**config.mk**
```make
export PLATFORM = sky130hd
export DESIGN_NAME = pud_top
export DESIGN_NICKNAME = d
export VERILOG_FILES = /design/src/logic/pud_pkg.sv /design/src/logic/pud_mem_if.sv /design/src/logic/pud_disp_mem.sv /design/src/logic/pud_top.sv
export VERILOG_INCLUDE_DIRS = /design/src /design/src/logic
export SDC_FILE = /design/constraint.sdc
export NUM_CORES = 1
export LEC_CHECK = 0
export CORE_MARGIN = 1
export CORE_UTILIZATION = 50
export CTS_CLUSTER_DIAMETER = 60
export DETAILED_ROUTE_END_ITERATION = 8
export DONT_BUFFER_PORTS = 1
export HOLD_SLACK_MARGIN = 0.08
export SYNTH_ARGS = -nofsm -noshare
export SYNTH_HDL_FRONTEND = slang
export SYNTH_SLANG_ARGS = --single-unit
```
**constraint.sdc**
```tcl
create_clock -name aclk -period 4.8 [get_ports aclk]
set_clock_uncertainty 0.2 [all_clocks]
set_input_delay 1.2 -clock aclk [delete_from_list [all_inputs] [get_ports aclk]]
set_output_delay 1.2 -clock aclk [all_outputs]
set_load 0.02 [all_outputs]
```
**src/logic/pud_map.svh**
```systemverilog
`ifndef PUD_MAP_SVH
`define PUD_MAP_SVH
// ----------------------------------------
// register offsets (byte addresses)
// ----------------------------------------
`define PUD_OFS_CTRL 12'h000
`define PUD_OFS_DIM 12'h004
`define PUD_OFS_ADDR 12'h008
`define PUD_OFS_DATA 12'h00c
`define PUD_OFS_FPHK 12'h010
`define PUD_OFS_RCHK 12'h014
`define PUD_OFS_STAT 12'h018
`define PUD_OFS_IRQ 12'h01c
`define PUD_OFS_MASK 12'h020
`define PUD_OFS_SEG 12'h024
// ----------------------------------------
// ctrl field positions
// ----------------------------------------
`define PUD_CTRL_DISP_ON 0
`define PUD_CTRL_SCAN_ON 1
`define PUD_CTRL_IR_EN 2
`define PUD_CTRL_RC_EN 3
`define PUD_CTRL_MODE_LO 4
`define PUD_CTRL_MODE_HI 5
`define PUD_CTRL_RTC_SB 6
`define PUD_CTRL_STBY 7
// ----------------------------------------
// reset values
// ----------------------------------------
`define PUD_CTRL_RST 8'h02
`define PUD_MODE_8SEG_1DIG 2'h0
`define PUD_DIM_RST 4'h9
`define PUD_ADDR_FIRST 5'h10
`define PUD_ADDR_LAST 5'h14
`define PUD_GUARD_S 10
`define PUD_CLK_HZ 100000000
`define PUD_GUARD_CYC (64'd10 * 64'd100000000)
`define PUD_POR_CYC 4
`endif

```
**src/logic/pud_pkg.sv**
```systemverilog
package pud_pkg;
  typedef enum logic [2:0] {
    PUD_POR = 3'b001,
    PUD_RUN = 3'b010,
    PUD_SBY = 3'b100
  } pud_state_t;
  typedef logic [7:0] pud_seg_t;
endpackage : pud_pkg

```
**src/logic/pud_mem_if.sv**
```systemverilog
`timescale 1ns/100ps
interface pud_mem_if;
  logic we;
  logic [2:0] waddr;
  logic [7:0] wdata;
  logic [2:0] raddr;
  logic [7:0] rdata;
  modport ctl (output we, output waddr, output wdata, output raddr, input rdata);
  modport mem (input we, input waddr, input wdata, input raddr, output rdata);
endinterface : pud_mem_if

```
**src/logic/pud_disp_mem.sv**
```systemverilog
`timescale 1ns/100ps
module pud_disp_mem #(
  parameter int DEPTH = 5
) (
  input wire aclk,
  input wire aresetn,
  pud_mem_if.mem m
);
  logic [7:0] mem_ff [DEPTH];
  logic [7:0] rd_ff;
  genvar g;
  generate
    for (g = 0; g < DEPTH; g++) begin : g_loc
      always_ff @(posedge aclk) begin
        if (!aresetn) begin
          mem_ff[g] <= 8'h00;
        end else if (m.we && m.waddr == 3'(g)) begin
          mem_ff[g] <= m.wdata;
        end
      end
    end
  endgenerate
  always_ff @(posedge aclk) begin
    if (!aresetn) begin
      rd_ff <= 8'h00;
    end else if (int'(m.raddr) < DEPTH) begin
      rd_ff <= mem_ff[m.raddr];
    end
  end
  assign m.rdata = rd_ff;
endmodule : pud_disp_mem

```
**src/logic/pud_top.sv**
```systemverilog
// Operation
// - reset starts display off, scan on, infrared and protocol off, mode 0, guard 10 s
// - display pointer starts at 10h with auto increment after each byte
// - dimming starts at ten sixteenths until software changes it
// - display drives the pattern stored in display memory, kept across standby
// - displayed pattern changes only by software commands or memory writes; standby clock follows rtc_pattern, hot-key wake ends it
// - standby shows clock value only when software enabled it
// - all hot keys disabled after reset until software configures them
// - in standby only configured hot key matches cause wake-up
// - auto increment wraps pointer from 14h back to 10h
// - dimming code 1001 means ten sixteenths, equals reset value
//
// Our own choices: the AXI4-Lite interface to the registers and the address map.
`timescale 1ns/100ps
`include "pud_map.svh"
module pud_top #(
  parameter longint GUARD_CYC = `PUD_GUARD_CYC
) (
  input wire aclk,
  input wire aresetn,
  input wire [11:0] s_axi_awaddr,
  input wire s_axi_awvalid,
  output logic s_axi_awready,
  input wire [31:0] s_axi_wdata,
  input wire [3:0] s_axi_wstrb,
  input wire s_axi_wvalid,
  output logic s_axi_wready,
  output logic [1:0] s_axi_bresp,
  output logic s_axi_bvalid,
  input wire s_axi_bready,
  input wire [11:0] s_axi_araddr,
  input wire s_axi_arvalid,
  output logic s_axi_arready,
  output logic [31:0] s_axi_rdata,
  output logic [1:0] s_axi_rresp,
  output logic s_axi_rvalid,
  input wire s_axi_rready,
  input wire [3:0] front_panel_keys,
  input wire [15:0] remote_control_code,
  input wire remote_control_valid,
  input wire [7:0] rtc_pattern,
  output logic [7:0] seg_out,
  output logic [2:0] digit_sel,
  output logic [3:0] dim_duty,
  output logic stby_out,
  output logic irq
);
  // ----------------------------------------
  // power-on sequence
  // ----------------------------------------
  pud_pkg::pud_state_t st_ff;
  pud_pkg::pud_state_t nxt_st;
  logic [2:0] por_cnt_ff;
  logic wake;
  logic sby_cmd;
  logic run_cmd;
  // bus held off until defaults loaded
  always_comb begin
    case (st_ff)
      pud_pkg::PUD_POR: nxt_st = (por_cnt_ff == 3'(`PUD_POR_CYC - 1)) ? pud_pkg::PUD_RUN : st_ff;
      pud_pkg::PUD_RUN: nxt_st = sby_cmd ? pud_pkg::PUD_SBY : st_ff;
      pud_pkg::PUD_SBY: nxt_st = (wake || run_cmd) ? pud_pkg::PUD_RUN : st_ff;
      default: nxt_st = pud_pkg::PUD_POR;
    endcase
  end
  always_ff @(posedge aclk) begin
    if (!aresetn) begin
      st_ff <= pud_pkg::PUD_POR;
      por_cnt_ff <= 3'h0;
    end else begin
      st_ff <= nxt_st;
      por_cnt_ff <= (st_ff == pud_pkg::PUD_POR) ? por_cnt_ff + 3'h1 : 3'h0;
    end
  end
  wire ready_st = (st_ff != pud_pkg::PUD_POR);
  // ----------------------------------------
  // pin synchronisers
  // ----------------------------------------
  logic [3:0] fp_s1_ff, fp_s2_ff;
  logic [15:0] rc_s1_ff, rc_s2_ff;
  logic rcv_s1_ff, rcv_s2_ff;
  always_ff @(posedge aclk) begin
    if (!aresetn) begin
      fp_s1_ff <= 4'h0;
      fp_s2_ff <= 4'h0;
      rc_s1_ff <= 16'h0000;
      rc_s2_ff <= 16'h0000;
      rcv_s1_ff <= 1'b0;
      rcv_s2_ff <= 1'b0;
    end else begin
      fp_s1_ff <= front_panel_keys;
      fp_s2_ff <= fp_s1_ff;
      rc_s1_ff <= remote_control_code;
      rc_s2_ff <= rc_s1_ff;
      rcv_s1_ff <= remote_control_valid;
      rcv_s2_ff <= rcv_s1_ff;
    end
  end
  // ----------------------------------------
  // axi-lite handshake
  // ----------------------------------------
  logic aw_ok_ff, w_ok_ff, bvalid_ff, rvalid_ff, arready_ff, awready_ff, wready_ff;
  logic [11:0] awaddr_ff;
  logic [31:0] wdata_ff, rdata_ff;
  logic [1:0] bresp_ff, rresp_ff;
  wire do_wr = aw_ok_ff && w_ok_ff && !bvalid_ff;
  // ready is a one-cycle registered pulse; the item moves at the next edge, valid still up
  wire aw_take = s_axi_awvalid && !awready_ff && !aw_ok_ff && !bvalid_ff && ready_st;
  wire w_take = s_axi_wvalid && !wready_ff && !w_ok_ff && !bvalid_ff && ready_st;
  wire ar_take = s_axi_arvalid && !rvalid_ff && !arready_ff && ready_st;
  wire aw_hs = s_axi_awvalid && awready_ff;
  wire w_hs = s_axi_wvalid && wready_ff;
  wire ar_hs = s_axi_arvalid && arready_ff;
  always_ff @(posedge aclk) begin
    if (!aresetn) begin
      aw_ok_ff <= 1'b0;
      w_ok_ff <= 1'b0;
      bvalid_ff <= 1'b0;
      awaddr_ff <= 12'h000;
      wdata_ff <= 32'h0000_0000;
      awready_ff <= 1'b0;
      wready_ff <= 1'b0;
    end else begin
      awready_ff <= aw_take;
      wready_ff <= w_take;
      if (aw_hs) begin
        aw_ok_ff <= 1'b1;
        awaddr_ff <= s_axi_awaddr;
      end else if (do_wr) begin
        aw_ok_ff <= 1'b0;
      end
      if (w_hs) begin
        w_ok_ff <= 1'b1;
        wdata_ff <= s_axi_wdata;
      end else if (do_wr) begin
        w_ok_ff <= 1'b0;
      end
      if (do_wr) begin
        bvalid_ff <= 1'b1;
      end else if (s_axi_bready) begin
        bvalid_ff <= 1'b0;
      end
    end
  end
  // ----------------------------------------
  // write decode
  // ----------------------------------------
  wire [9:0] widx = awaddr_ff[11:2];
  wire wr_ctrl = do_wr && widx == 10'(`PUD_OFS_CTRL >> 2);
  wire wr_dim = do_wr && widx == 10'(`PUD_OFS_DIM >> 2);
  wire wr_addr = do_wr && widx == 10'(`PUD_OFS_ADDR >> 2);
  wire wr_data = do_wr && widx == 10'(`PUD_OFS_DATA >> 2);
  wire wr_fphk = do_wr && widx == 10'(`PUD_OFS_FPHK >> 2);
  wire wr_rchk = do_wr && widx == 10'(`PUD_OFS_RCHK >> 2);
  wire wr_irq = do_wr && widx == 10'(`PUD_OFS_IRQ >> 2);
  wire wr_mask = do_wr && widx == 10'(`PUD_OFS_MASK >> 2);
  wire wr_ok = do_wr && widx <= 10'(`PUD_OFS_SEG >> 2);
  always_ff @(posedge aclk) begin
    if (!aresetn) begin
      bresp_ff <= 2'h0;
    end else if (do_wr) begin
      bresp_ff <= wr_ok ? 2'h0 : 2'h2;
    end
  end
  // ----------------------------------------
  // configuration registers
  // ----------------------------------------
  logic [7:0] ctrl_ff;
  logic [3:0] dim_ff;
  logic [4:0] ptr_ff;
  logic [15:0] fphk_ff;
  logic [15:0] rchk_ff;
  logic rchk_en_ff;
  logic [1:0] irq_st_ff, mask_ff;
  logic [63:0] guard_ff;
  assign sby_cmd = wr_ctrl && wdata_ff[`PUD_CTRL_STBY];
  assign run_cmd = wr_ctrl && !wdata_ff[`PUD_CTRL_STBY];
  wire [4:0] ptr_inc = (ptr_ff == `PUD_ADDR_LAST) ? `PUD_ADDR_FIRST : ptr_ff + 5'h1;
  wire addr_ok = wdata_ff[4:0] >= `PUD_ADDR_FIRST && wdata_ff[4:0] <= `PUD_ADDR_LAST;
  always_ff @(posedge aclk) begin
    if (!aresetn) begin
      ctrl_ff <= `PUD_CTRL_RST;
      dim_ff <= `PUD_DIM_RST;
      ptr_ff <= `PUD_ADDR_FIRST;
      fphk_ff <= 16'h0000;
      rchk_ff <= 16'h0000;
      rchk_en_ff <= 1'b0;
    end else begin
      if (wr_ctrl) begin
        ctrl_ff <= {1'b0, wdata_ff[6:0]};
      end
      if (wr_dim) begin
        dim_ff <= wdata_ff[3:0];
      end
      if (wr_addr && addr_ok) begin
        ptr_ff <= wdata_ff[4:0];
      end else if (wr_data) begin
        ptr_ff <= ptr_inc;
      end
      if (wr_fphk) begin
        fphk_ff <= wdata_ff[15:0];
      end
      if (wr_rchk) begin
        rchk_ff <= wdata_ff[15:0];
        rchk_en_ff <= wdata_ff[16];
      end
    end
  end
  // guard timer loaded with 10 s
  always_ff @(posedge aclk) begin
    if (!aresetn) begin
      guard_ff <= 64'(GUARD_CYC);
    end else if (st_ff == pud_pkg::PUD_SBY && guard_ff != 64'h0) begin
      guard_ff <= guard_ff - 64'h1;
    end else if (st_ff != pud_pkg::PUD_SBY) begin
      guard_ff <= 64'(GUARD_CYC);
    end
  end
  // ----------------------------------------
  // hot-key wake detection
  // ----------------------------------------
  // key code = bank bit plus 3-bit key index, one-hot into 16 enables
  wire [15:0] fp_hot = 16'h0001 << fp_s2_ff;
  // code 0 is no key, so it never wakes even with enable bit 0 set
  wire fp_press = fp_s2_ff != 4'h0;
  wire fp_match = fp_press && ((fp_hot & fphk_ff) != 16'h0000);
  wire rc_match = rcv_s2_ff && rchk_en_ff && rc_s2_ff == rchk_ff && ctrl_ff[`PUD_CTRL_IR_EN];
  assign wake = (st_ff == pud_pkg::PUD_SBY) && (fp_match || rc_match) && guard_ff == 64'h0;
  // ----------------------------------------
  // interrupts
  // ----------------------------------------
  wire [1:0] ev = {fp_match && wake, rc_match && wake};
  always_ff @(posedge aclk) begin
    if (!aresetn) begin
      irq_st_ff <= 2'h0;
      mask_ff <= 2'h0;
      irq <= 1'b0;
    end else begin
      irq_st_ff <= ev | (irq_st_ff & ~(wr_irq ? wdata_ff[1:0] : 2'h0));
      if (wr_mask) begin
        mask_ff <= wdata_ff[1:0];
      end
      irq <= ((ev | (irq_st_ff & ~(wr_irq ? wdata_ff[1:0] : 2'h0))) & mask_ff) != 2'h0;
    end
  end
  // ----------------------------------------
  // display memory and scan
  // ----------------------------------------
  pud_mem_if mif ();
  logic [2:0] dig_ff;
  assign mif.we = wr_data;
  assign mif.waddr = 3'(ptr_ff - `PUD_ADDR_FIRST);
  assign mif.wdata = wdata_ff[7:0];
  assign mif.raddr = dig_ff;
  pud_disp_mem #(.DEPTH(5)) pud_disp_mem_inst (.aclk(aclk), .aresetn(aresetn), .m(mif));
  wire show_rtc = (st_ff == pud_pkg::PUD_SBY) && ctrl_ff[`PUD_CTRL_RTC_SB];
  logic [2:0] dig_d_ff;
  always_ff @(posedge aclk) begin
    if (!aresetn) begin
      dig_ff <= 3'h0;
      dig_d_ff <= 3'h0;
      seg_out <= 8'h00;
      digit_sel <= 3'h0;
      dim_duty <= `PUD_DIM_RST;
      stby_out <= 1'b0;
    end else begin
      dig_ff <= (dig_ff == 3'h4) ? 3'h0 : dig_ff + 3'h1;
      dig_d_ff <= dig_ff;
      seg_out <= !ctrl_ff[`PUD_CTRL_DISP_ON] ? 8'h00 : show_rtc ? rtc_pattern : mif.rdata;
      digit_sel <= dig_d_ff;
      dim_duty <= dim_ff;
      stby_out <= (nxt_st == pud_pkg::PUD_SBY);
    end
  end
  // ----------------------------------------
  // read path
  // ----------------------------------------
  wire [9:0] ridx = s_axi_araddr[11:2];
  wire [31:0] rd_mux =
    (ridx == 10'(`PUD_OFS_CTRL >> 2)) ? {24'h0, ctrl_ff} :
    (ridx == 10'(`PUD_OFS_DIM >> 2)) ? {28'h0, dim_ff} :
    (ridx == 10'(`PUD_OFS_ADDR >> 2)) ? {27'h0, ptr_ff} :
    (ridx == 10'(`PUD_OFS_FPHK >> 2)) ? {16'h0, fphk_ff} :
    (ridx == 10'(`PUD_OFS_RCHK >> 2)) ? {15'h0, rchk_en_ff, rchk_ff} :
    (ridx == 10'(`PUD_OFS_STAT >> 2)) ? {29'h0, st_ff} :
    (ridx == 10'(`PUD_OFS_IRQ >> 2)) ? {30'h0, irq_st_ff} :
    (ridx == 10'(`PUD_OFS_MASK >> 2)) ? {30'h0, mask_ff} :
    (ridx == 10'(`PUD_OFS_SEG >> 2)) ? {24'h0, seg_out} : 32'h0;
  wire rd_ok = ridx <= 10'(`PUD_OFS_SEG >> 2) && ridx != 10'(`PUD_OFS_DATA >> 2);
  always_ff @(posedge aclk) begin
    if (!aresetn) begin
      rvalid_ff <= 1'b0;
      arready_ff <= 1'b0;
      rdata_ff <= 32'h0;
      rresp_ff <= 2'h0;
    end else begin
      arready_ff <= ar_take;
      if (ar_hs) begin
        rvalid_ff <= 1'b1;
        rdata_ff <= rd_mux;
        rresp_ff <= rd_ok ? 2'h0 : 2'h2;
      end else if (s_axi_rready) begin
        rvalid_ff <= 1'b0;
      end
    end
  end
  assign s_axi_awready = awready_ff;
  assign s_axi_wready = wready_ff;
  assign s_axi_arready = arready_ff;
  assign s_axi_rvalid = rvalid_ff;
  assign s_axi_rdata = rdata_ff;
  assign s_axi_rresp = rresp_ff;
  assign s_axi_bvalid = bvalid_ff;
  assign s_axi_bresp = bresp_ff;
  // ----------------------------------------
  // checks
  // ----------------------------------------
  a_dim_default: assert property (@(posedge aclk) $rose(aresetn) |-> dim_ff == 4'h9)
    else $error("dim default wrong");
  a_ptr_wrap: assert property (@(posedge aclk) disable iff (!aresetn)
    (wr_data && ptr_ff == 5'h14 && !wr_addr) |=> ptr_ff == 5'h10) else $error("no wrap");
  a_hk_reset: assert property (@(posedge aclk) $rose(aresetn) |-> fphk_ff == 16'h0)
    else $error("hot keys on");
  a_ctrl_def: assert property (@(posedge aclk) $rose(aresetn) |-> ctrl_ff == 8'h02)
    else $error("ctrl default");
  a_por_gate: assert property (@(posedge aclk) disable iff (!aresetn)
    st_ff == pud_pkg::PUD_POR |-> !s_axi_awready && !s_axi_wready && !s_axi_arready)
    else $error("bus early");
  a_ptr_start: assert property (@(posedge aclk) $rose(aresetn) |-> ptr_ff == 5'h10)
    else $error("ptr default");
  a_wake_cause: assert property (@(posedge aclk) disable iff (!aresetn)
    $fell(stby_out) |-> $past(fp_match || rc_match || run_cmd)) else $error("bad wake");
  a_seg_stable: assert property (@(posedge aclk) disable iff (!aresetn)
    (!wr_data && !wr_ctrl && !show_rtc) [*8] |=> seg_out == $past(seg_out, 5))
    else $error("seg moved");
  c_sby: cover property (@(posedge aclk) st_ff == pud_pkg::PUD_SBY);
  c_wake: cover property (@(posedge aclk) wake);
  c_wrap: cover property (@(posedge aclk) wr_data && ptr_ff == 5'h14);
endmodule : pud_top

```
==> results of run 1 <==
-- final timing paths --
check | startpoint | depth (start not counted) | slack, ns | endpoint
worst min register to register | por_cnt_ff[0] | 1 | 0.22 | por_cnt_ff[0]
worst max-delay path | s_axi_araddr[6] | 6 | 1.64 | s_axi_rdata[4]
worst max register to register | guard_ff[34] | 7 | 1.74 | guard_ff[63]
worst min-delay path | por_cnt_ff[0] | 1 | 0.22 | por_cnt_ff[0]
-- critical path, cell delays in order --
cell     delay [ns]
or4_1          0.72
nor4b_4        0.85
nand2_1        0.17
a32oi_1        0.25
a21oi_1        0.06
a21oi_1        0.14
-- final cells by class --
cell class	count	area, sq um
Fill cell	2226	10600
Multi-Input combinational cell	961	6030
Clock inverter	11	136
Sequential cell	289	6190
Timing Repair Buffer	14	105
Tap cell	324	405
Clock buffer	53	1030
Inverter	16	60.1
-- layout by cell type, fill, tap and decap left out, drive strengths merged, types with 14 or more instances in the layout --
| master | count |
|---|---|
| dfxtp | 249 |
| conb | 17 |
| or4 | 18 |
| o211ai | 15 |
| nor2 | 67 |
| nand3 | 20 |
| buf | 14 |
| xnor2 | 21 |
| inv | 18 |
| nor3 | 22 |
| nand2 | 225 |
| nand4 | 17 |
| xor2 | 22 |
| a21boi | 66 |
| nor4 | 25 |
| mux2i | 32 |
| edfxtp | 40 |
| clkbuf | 53 |
| or3 | 19 |
| a21oi | 45 |
| and2 | 103 |
| o21ai | 51 |
| nor2b | 22 |
-- kinds of logic (layout without fill, tap and decap cells) --
kind of cell / Yosys count / count (layout) / share of synthesized area
and+or+nand+nor: 587 / 587 / 0.248
DFF: 289 / 289 / 0.489
AOI/OAI and AO/OA: 263 / 263 / 0.142
buffers and inverters: 103 / 94 / 0.0393
xor gates and xnor gates: 43 / 43 / 0.0298
muxes: 41 / 41 / 0.0414
adders and majority gates: 10 / 10 / 0.00990
other: 1 / 17 / 0.000297
-- state kept, by name, indices dropped and copies added (netlist names), 3 cells and up --
name,count
guard_ff,64
pud_disp_mem_inst.mem_ff,40
s_axi_rdata,17
wdata_ff,17
fphk_ff,16
rc_s1_ff,16
rc_s2_ff,16
rchk_ff,16
awaddr_ff,10
pud_disp_mem_inst.m.rdata,8
seg_out,8
ctrl_ff,7
ptr_ff,5
dim_duty,4
dim_ff,4
fp_s1_ff,4
fp_s2_ff,4
dig_d_ff,3
dig_ff,3
digit_sel,3
por_cnt_ff,3
st_ff,3
-- power breakdown --
part           total, mW  switching [mW]  internal (mW)  leakage, nW
clock               2.63            1.02           1.61        0.572
sequential          2.53          0.0350           2.50         2.43
combinational      0.123          0.0584         0.0649         2.04
-- cells in the mapped netlist (15+ instances only) --
cell type and n:
a21boi_0 65, mux2i_1 32, buf_4 17, nor3_1 20, o211ai_1 15, nand2_1 225
xor2_1 22, dfxtp_1 249, or4_1 17, xnor2_1 21, nor2_1 67, o21ai_0 47
nor2b_1 22, edfxtp_1 40, nor4_1 16, or3_1 17, and2_1 103, clkbuf_1 54
a21oi_1 45, nand3_1 19, nand4_1 15, inv_1 16
-- layer usage --
metal / up-vias / global-route usage
li1: 4648 / -
met1: 4446 / 0.347
met2: 241 / 0.349
met3: 45 / 0.0493
met4: 0 / 0.0690
met5: - / 0
-- per-stage QoR --
stage	utilization	instance area, sq um
5_1_grt	0.569	14000
2_1_floorplan	-	12700
3_3_place_gp	0.521	12800
6_report	0.569	14000
3_5_place_dp	0.521	12800
4_1_cts	0.569	14000
==> flow_metrics.tcl, run 1 <==
set metrics [dict create \
    synth_top_cell_by_area "dfxtp_1" \
    antenna_found_initial 1 \
    cts-resized-gates 0 \
    dr.pass1.iters 5 \
    ys_types 76 \
    gr-total-overflow 0 \
    dr.first_iter.drc_count 509 \
    routed_wl_um 30000 \
    grt_pass1_vias 8957 \
    vias 9380 \
    fmax_mhz 316 \
    cp.arrival_ns 3.40 \
    start_util 0.515 \
    root_buffer "clkbuf_16" \
    synth_sequential_area_ratio 0.489 \
    cts.path.max_buffers 3 \
    post_cts_buffers 0 \
    power_density_nw_per_um2 379 \
    fin_crit_ns 3.16 \
    avgSynthCellArea_sq_um 9.45 \
    dieWidth_um 161 \
    fin_nets 1423 \
    htreeDepth 2 \
    drc 0 \
    tritoncts "yes" \
    hold_violations 0 \
    worstMarginPinSlew_ns 1.19 \
    synth_top_cell_area_share 0.394 \
    viasPerCell 5.62 \
    netlist_area_sq_um 12600 \
    synth_edf_count 40 \
    diodes 0 \
    core.rowCount 57 \
    pin_count 154 \
    ir_drop_v 0.000238 \
    outcome "completed" \
    timing.final.ws_setup_ns 1.64 \
    wl_met1_um 14600 \
    core-area_sq_um 24500 \
    cts_buffers 35 \
    dpl.hpwl_um 20500 \
    place_inst 1604 \
    report.power.total_mw 5.28 \
    wl_met3_um 1890 \
    io_buffers 0 \
    routed.top_layer "met4" \
    critical_path_required_ns 5.04 \
    tns_ns 0 \
    clock_latency_ns 0.51 \
    yosys_warnings 0 \
    final_cell_count_no_fill 1668 \
    clk_pin_slew_ns 0.06 \
    setup.worst_path.class "input port to register" \
    routed-wl-met2_um 12800 \
    holdCritPathClass "register to register" \
    finalCritPeriodShare 0.658 \
    worst_setup_path_end_kind "register" \
    ys_seq_elements 289 \
    synth.area.top_cells "dfxtp_1 39%, edfxtp_1 9.5%, nand2_1 6.7%" \
    critPathLaunchType "input port" \
    max_cap_violations 0 \
    maxSlewHeadroom 0.204 \
    async_reset_ff_frac 0 \
    place_congestion 0.830 \
    rsz0062_at_grt "false" \
    cts_hold_buf 0 \
    p_leak_nw 5.05 \
    synthToLayoutAreaGrowth_pct 10.4 \
    finalSetupViolCount 0 \
    post-place-ws_ns 1.11 \
    grt_usage 0.237 \
    post_drt_wl_per_cell_um 18.0 \
    synth_cells 1337 \
    grt_max_degree 182 \
    path_max_fanout 16 \
    layout-drive-gt1-share 0.0826 \
    ant_nets 0 \
    grt_pass1_wl_um 48800 \
    synth_top_flop_cell "dfxtp_1" \
    finalMaxSlewViolations 0 \
    clkSinkCount 289 \
    dieArea_sq_um 25900 \
    die_h_um 161 \
    whs_ns 0.218 \
]
Note: power is estimated with default switching activity, not from simulation.
==> run 2, diff against run 1 <==
- PLACE_DENSITY: default -> 0.68
- clock period: 4.8 -> 2.65 ns (I/O delays scaled with it)
==> run 2 against run 1 <==
  * Via count grew 4.5%
  * Clock power rose by 76%
  * Clock-buffer cell count decreased by 5
  * Worst setup slack got worse by 1.5 ns
  * Sequential share of layout area down 2.2 points
  * Sequential power is 81% higher
  * Global-route usage increased by 0.56 points
  * Combinational power rose by 120%
  * Die area unchanged
  * Flip-flop and latch count did not move
  * Critical path depth rose by 1
  * Total power increased by 79%
  * Highest routed layer unchanged
==> flow_metrics.tcl, run 2 (synthesis results as in run 1) <==
set metrics [dict create \
    outcome "completed" \
    cpPeakStageDelay_ns 0.41 \
    vias 9805 \
    setup.worst_path.class "register to register" \
    synthToLayoutAreaGrowth_pct 16.3 \
    regMostFlops "guard_ff" \
    nFillCells 2168 \
    dr.pass1.iters 7 \
    cp_num_buf_inv 1 \
    finalMaxSlewViolations 0 \
    max_cap_violations 0 \
    largest_reg_flops 64 \
    post_drt_wl_per_cell_um 17.8 \
    multi_input_area_sq_um 6070 \
    dieWidth_um 161 \
    path_depth 7 \
    fmax_mhz 398 \
    reg2reg_to "guard_ff[56]" \
    hold_violations 0 \
    core.rowCount 57 \
    ff_latch_area_sq_um 6190 \
    antenna_found_initial 0 \
    post_cts_buffers 0 \
    slowest_stage "nor4_4" \
    dpl-instance-area_sq_um 13300 \
    tns_ns 0 \
    post-route-util 0.599 \
    finalCritPeriodShare 0.949 \
    worst_setup_path_end_kind "register" \
    finalSetupViolCount 0 \
    rsz0062_at_grt "true" \
    critPathLaunchType "register" \
    cts_buffers 34 \
    final_area_sq_um 14700 \
    start_util 0.515 \
    tritoncts "yes" \
    die_h_um 161 \
    grt_usage 0.242 \
    root_buffer "clkbuf_16" \
    p_leak_nw 5.46 \
    crit_family "simple AND/OR/NAND/NOR gates" \
    whs_path_depth 2 \
    grt_pass1_wl_um 50300 \
    rr_worst_depth 7 \
    routed_wl_um 31100 \
    dr.first_iter.drc_count 724 \
    layout_common_cells "249 x dfxtp_1, 224 x nand2_1, 103 x and2_1" \
    cp-startpoint "guard_ff[3]" \
    clock_latency_ns 0.51 \
    htreeDepth 2 \
    fin_nets 1512 \
    ant_nets 0 \
    dpl.hpwl_um 21600 \
    clk_pin_slew_ns 0.06 \
    power_density_nw_per_um2 644 \
    gr-total-overflow 0 \
    viasPerCell 5.59 \
    holdCritPathClass "input port to register" \
    drc 0 \
    grt_pass1_vias 9462 \
    maxSlewHeadroom 0.324 \
    path_cells "nor4_4 > and3_1 > nand4_2 > buf_4 > nor3_2 > a31oi_1 > a41o_1" \
    ir_drop_v 0.000475 \
    cp.arrival_ns 2.71 \
    report.power.total_mw 9.47 \
    r2r_start "guard_ff[3]" \
    path_max_fanout 5 \
    final_common_cell "dfxtp_1" \
    io_buffers 0 \
    diodes 0 \
    fin_crit_ns 2.51 \
    pin_count 154 \
    crit_end "guard_ff[56]" \
    top_regs "guard_ff x64, pud_disp_mem_inst.mem_ff x40" \
    critical_path_required_ns 2.84 \
    worstMarginPinSlew_ns 1.01 \
    core-area_sq_um 24500 \
    place_congestion 0.881 \
    rrSetupSlack_ns 0.14 \
    layout-drive-gt1-share 0.129 \
    clkSinkCount 289 \
    grt_max_degree 175 \
    dieArea_sq_um 25900 \
    cts.path.max_buffers 3 \
]
## run 2: cell count changes in the layout (fill, tap and decap cells not counted), moves of 4 or more
cell,previous run,this run
buf_4,14,79
nor4_2,4,8
nor4_1,16,12
dlygate4sd3_1,0,24
clkbuf_1,10,6
## run 2: final cells by class
cell class / count / area share
multi-input cells: 961 / 0.413
inverters: 16 / 0.00409
well taps: 324 / 0.0276
clock inverters: 11 / 0.00936
flip-flops and latches: 289 / 0.421
repair buffers: 104 / 0.0580
clock buffers: 48 / 0.0669
## run 2: power breakdown
group | total (mW) | leakage, nW | switching, mW | internal [mW]
Clock | 4.64 | 0.551 | 1.83 | 2.80
Sequential | 4.57 | 2.43 | 0.0541 | 4.52
Combinational | 0.265 | 2.48 | 0.119 | 0.146
## run 2: what timing repair did
action                                  4_1_cts  5_1_grt
endpoints found under the setup margin        0       28
gates resized for setup                       0        9
endpoints found under the hold margin        26        0
hold buffers                                 24        0
## run 2: worst min path at each step
| stage | start | endpoint | slack [ns] |
|---|---|---|---|
| finish | s_axi_wdata[9] | wdata_ff[9] | 0.09 |
| global route | s_axi_wdata[12] | wdata_ff[12] | 0.09 |
| CTS | aresetn | dim_duty[1] | 0.08 |
| detailed placement | rc_s1_ff[14] | rc_s2_ff[14] | 0.22 |
| global placement | por_cnt_ff[0] | por_cnt_ff[0] | 0.21 |
| floorplan | por_cnt_ff[0] | por_cnt_ff[0] | 0.20 |
## run 2: metal layers
metal | global-route usage | up-vias | part of all wire
met5 | 0 | - | 0
met4 | 0.0716 | 0 | 0.019
met3 | 0.0560 | 49 | 0.069
met2 | 0.396 | 260 | 0.47
met1 | 0.319 | 4671 | 0.45
li1 | - | 4825 | -
## run 2: per-stage QoR
step,std cells,setup WS [ns],hold slack (ns)
global placement,1670,-0.0482,0.208
floorplan,1353,0.0132,0.197
detailed placement,1670,-0.0731,0.219
finish,1753,0.135,0.0913
global route,1753,-0.00106,0.0850
CTS,1753,0.135,0.0808
==> run 3, diff against run 2 <==
- BUFFER_PORTS_ARGS: default -> -buffer_cell sky130_fd_sc_hd__buf_2
- DONT_BUFFER_PORTS: 1 -> default
- HOLD_SLACK_MARGIN: 0.08 -> default
- PLACE_DENSITY: 0.68 -> 0.73
==> run 3 against run 2 <==
  * Utilization increased by 0.55 points
  * Sequential share of layout area decreased by 0.38 points
  * Sequential power about the same
  * Wire length down 0.89%
  * Flip-flop and latch count did not move
  * Register-to-register slack about the same
  * Combinational power rose by 28%
  * Critical path depth stayed put
  * Largest power group is now registers
  * Highest routed layer is now met5
==> flow_metrics.tcl, run 3 (synthesis results as in run 1) <==
set metrics [dict create \
    top_regs "guard_ff x64, pud_disp_mem_inst.mem_ff x40" \
    clock_latency_ns 0.56 \
    cts.path.max_buffers 3 \
    dpl.hpwl_um 22000 \
    grt_pass1_vias 9550 \
    cts_buffers 29 \
    dpl-instance-area_sq_um 13800 \
    clkSinkCount 289 \
    fmax_mhz 399 \
    fin_nets 1596 \
    root_buffer "clkbuf_16" \
    dr.pass1.iters 8 \
    core.rowCount 57 \
    final_common_cell "dfxtp_1" \
    antenna_found_initial 2 \
    start_util 0.515 \
    ant_nets 0 \
    max_cap_violations 0 \
    ir_drop_v 0.000427 \
    fin_crit_ns 2.51 \
    hold_violations 0 \
    pin_count 154 \
    die_h_um 161 \
    vias 10068 \
    layout-drive-gt1-share 0.189 \
    io_buffers 113 \
    layout_common_cells "249 x dfxtp_1, 225 x nand2_1, 112 x buf_2" \
    rsz0062_at_grt "false" \
    viasPerCell 5.49 \
    cts_hold_buf 0 \
    grt_pass1_wl_um 49100 \
    largest_reg_flops 64 \
    power_density_nw_per_um2 602 \
    clk_pin_slew_ns 0.06 \
    maxSlewHeadroom 0.313 \
    synthToLayoutAreaGrowth_pct 17.4 \
    tritoncts "yes" \
    holdCritPathClass "input port to register" \
    dieArea_sq_um 25900 \
    htreeDepth 1 \
    path_max_fanout 13 \
    place_congestion 0.929 \
    post_drt_wl_per_cell_um 16.8 \
    dieWidth_um 161 \
    cp.arrival_ns 2.73 \
    worst_setup_path_end_kind "register" \
    critPathLaunchType "register" \
    grt_max_degree 69 \
    routed_wl_um 30800 \
    worstMarginPinSlew_ns 1.02 \
    regMostFlops "guard_ff" \
    final_area_sq_um 14800 \
    dr.first_iter.drc_count 603 \
    grt_usage 0.234 \
    p_leak_nw 5.77 \
    drc 0 \
    finalMaxSlewViolations 0 \
    finalCritPeriodShare 0.945 \
    critical_path_required_ns 2.87 \
    setup.worst_path.class "register to register" \
    gr-total-overflow 0 \
    finalSetupViolCount 0 \
    outcome "completed" \
    core-area_sq_um 24500 \
    whs_ns 0.104 \
]
[run 3: changes by cell type in the layout (fill, tap and decap cells not counted), sizes merged]
cell         delta
buf           +113
bufinv          -1
clkbuf          -2
clkinv          -1
diode           +1
dlygate4sd3    -24
inv             -4
[run 3: where the power goes]
group	total (mW)	internal, mW	switching, mW
Clock	4.02	2.34	1.67
Combinational	0.340	0.165	0.174
Sequential	4.57	4.52	0.0514
[run 3: routing by layer]
| layer | up-vias | wire length [um] | global-route usage |
|---|---|---|---|
| li1 | 4986 | - | - |
| met1 | 4746 | 13800 | 0.311 |
| met3 | 62 | 1690 | 0.0362 |
| met5 | - | 11 | 0 |
| met2 | 272 | 14300 | 0.386 |
| met4 | 2 | 996 | 0.0845 |
[run 3: timing repair]
action | 4_1_cts | 5_1_grt
gates resized for setup | 0 | 7
buffers inserted | 0 | 1
setup endpoints to repair | 0 | 63
[run 3: path summary, 6_finish.rpt]
kind / start / end / slack, ns / cells past startpoint
max: guard_ff[63] / stby_out / 0.14 / 7
min: front_panel_keys[0] / fp_s1_ff[0] / 0.10 / 2
min reg2reg: fp_s1_ff[3] / fp_s2_ff[3] / 0.23 / 1
max reg2reg: guard_ff[63] / stby_out / 0.14 / 7
[run 3: stage by stage]
stage	std cells	worst slack [ns]	setup TNS, ns	total power [mW]	util
2_1_floorplan	1353	0.0132	0	4.90	-
3_5_place_dp	1782	-0.229	-2.83	5.00	0.564
3_3_place_gp	1782	-0.165	-2.01	5.00	0.564
4_1_cts	1833	0.0684	0	9.00	0.603
5_1_grt	1834	0.00670	0	9.22	0.605
6_report	1835	0.145	0	8.93	0.605
[run 3: critical path, cell delays in order (launching register included)]
cell and delay, ns:
dfxtp_1 0.32, nor4_1 0.39, nand3_1 0.17, or3_4 0.49, nor3_1 0.31, buf_4 0.18, o21ai_1 0.11, o2bb2ai_1 0.19
[run 3: area by class of cell]
class | instances | area (sq um)
timing repair buffer | 193 | 1170
inverter | 16 | 60.1
antenna | 1 | 2.50
multi-input combinational | 961 | 6070
fill | 2129 | 9700
sequential | 289 | 6190
tap | 324 | 405
clock inverter | 5 | 67.6
clock buffer | 46 | 871
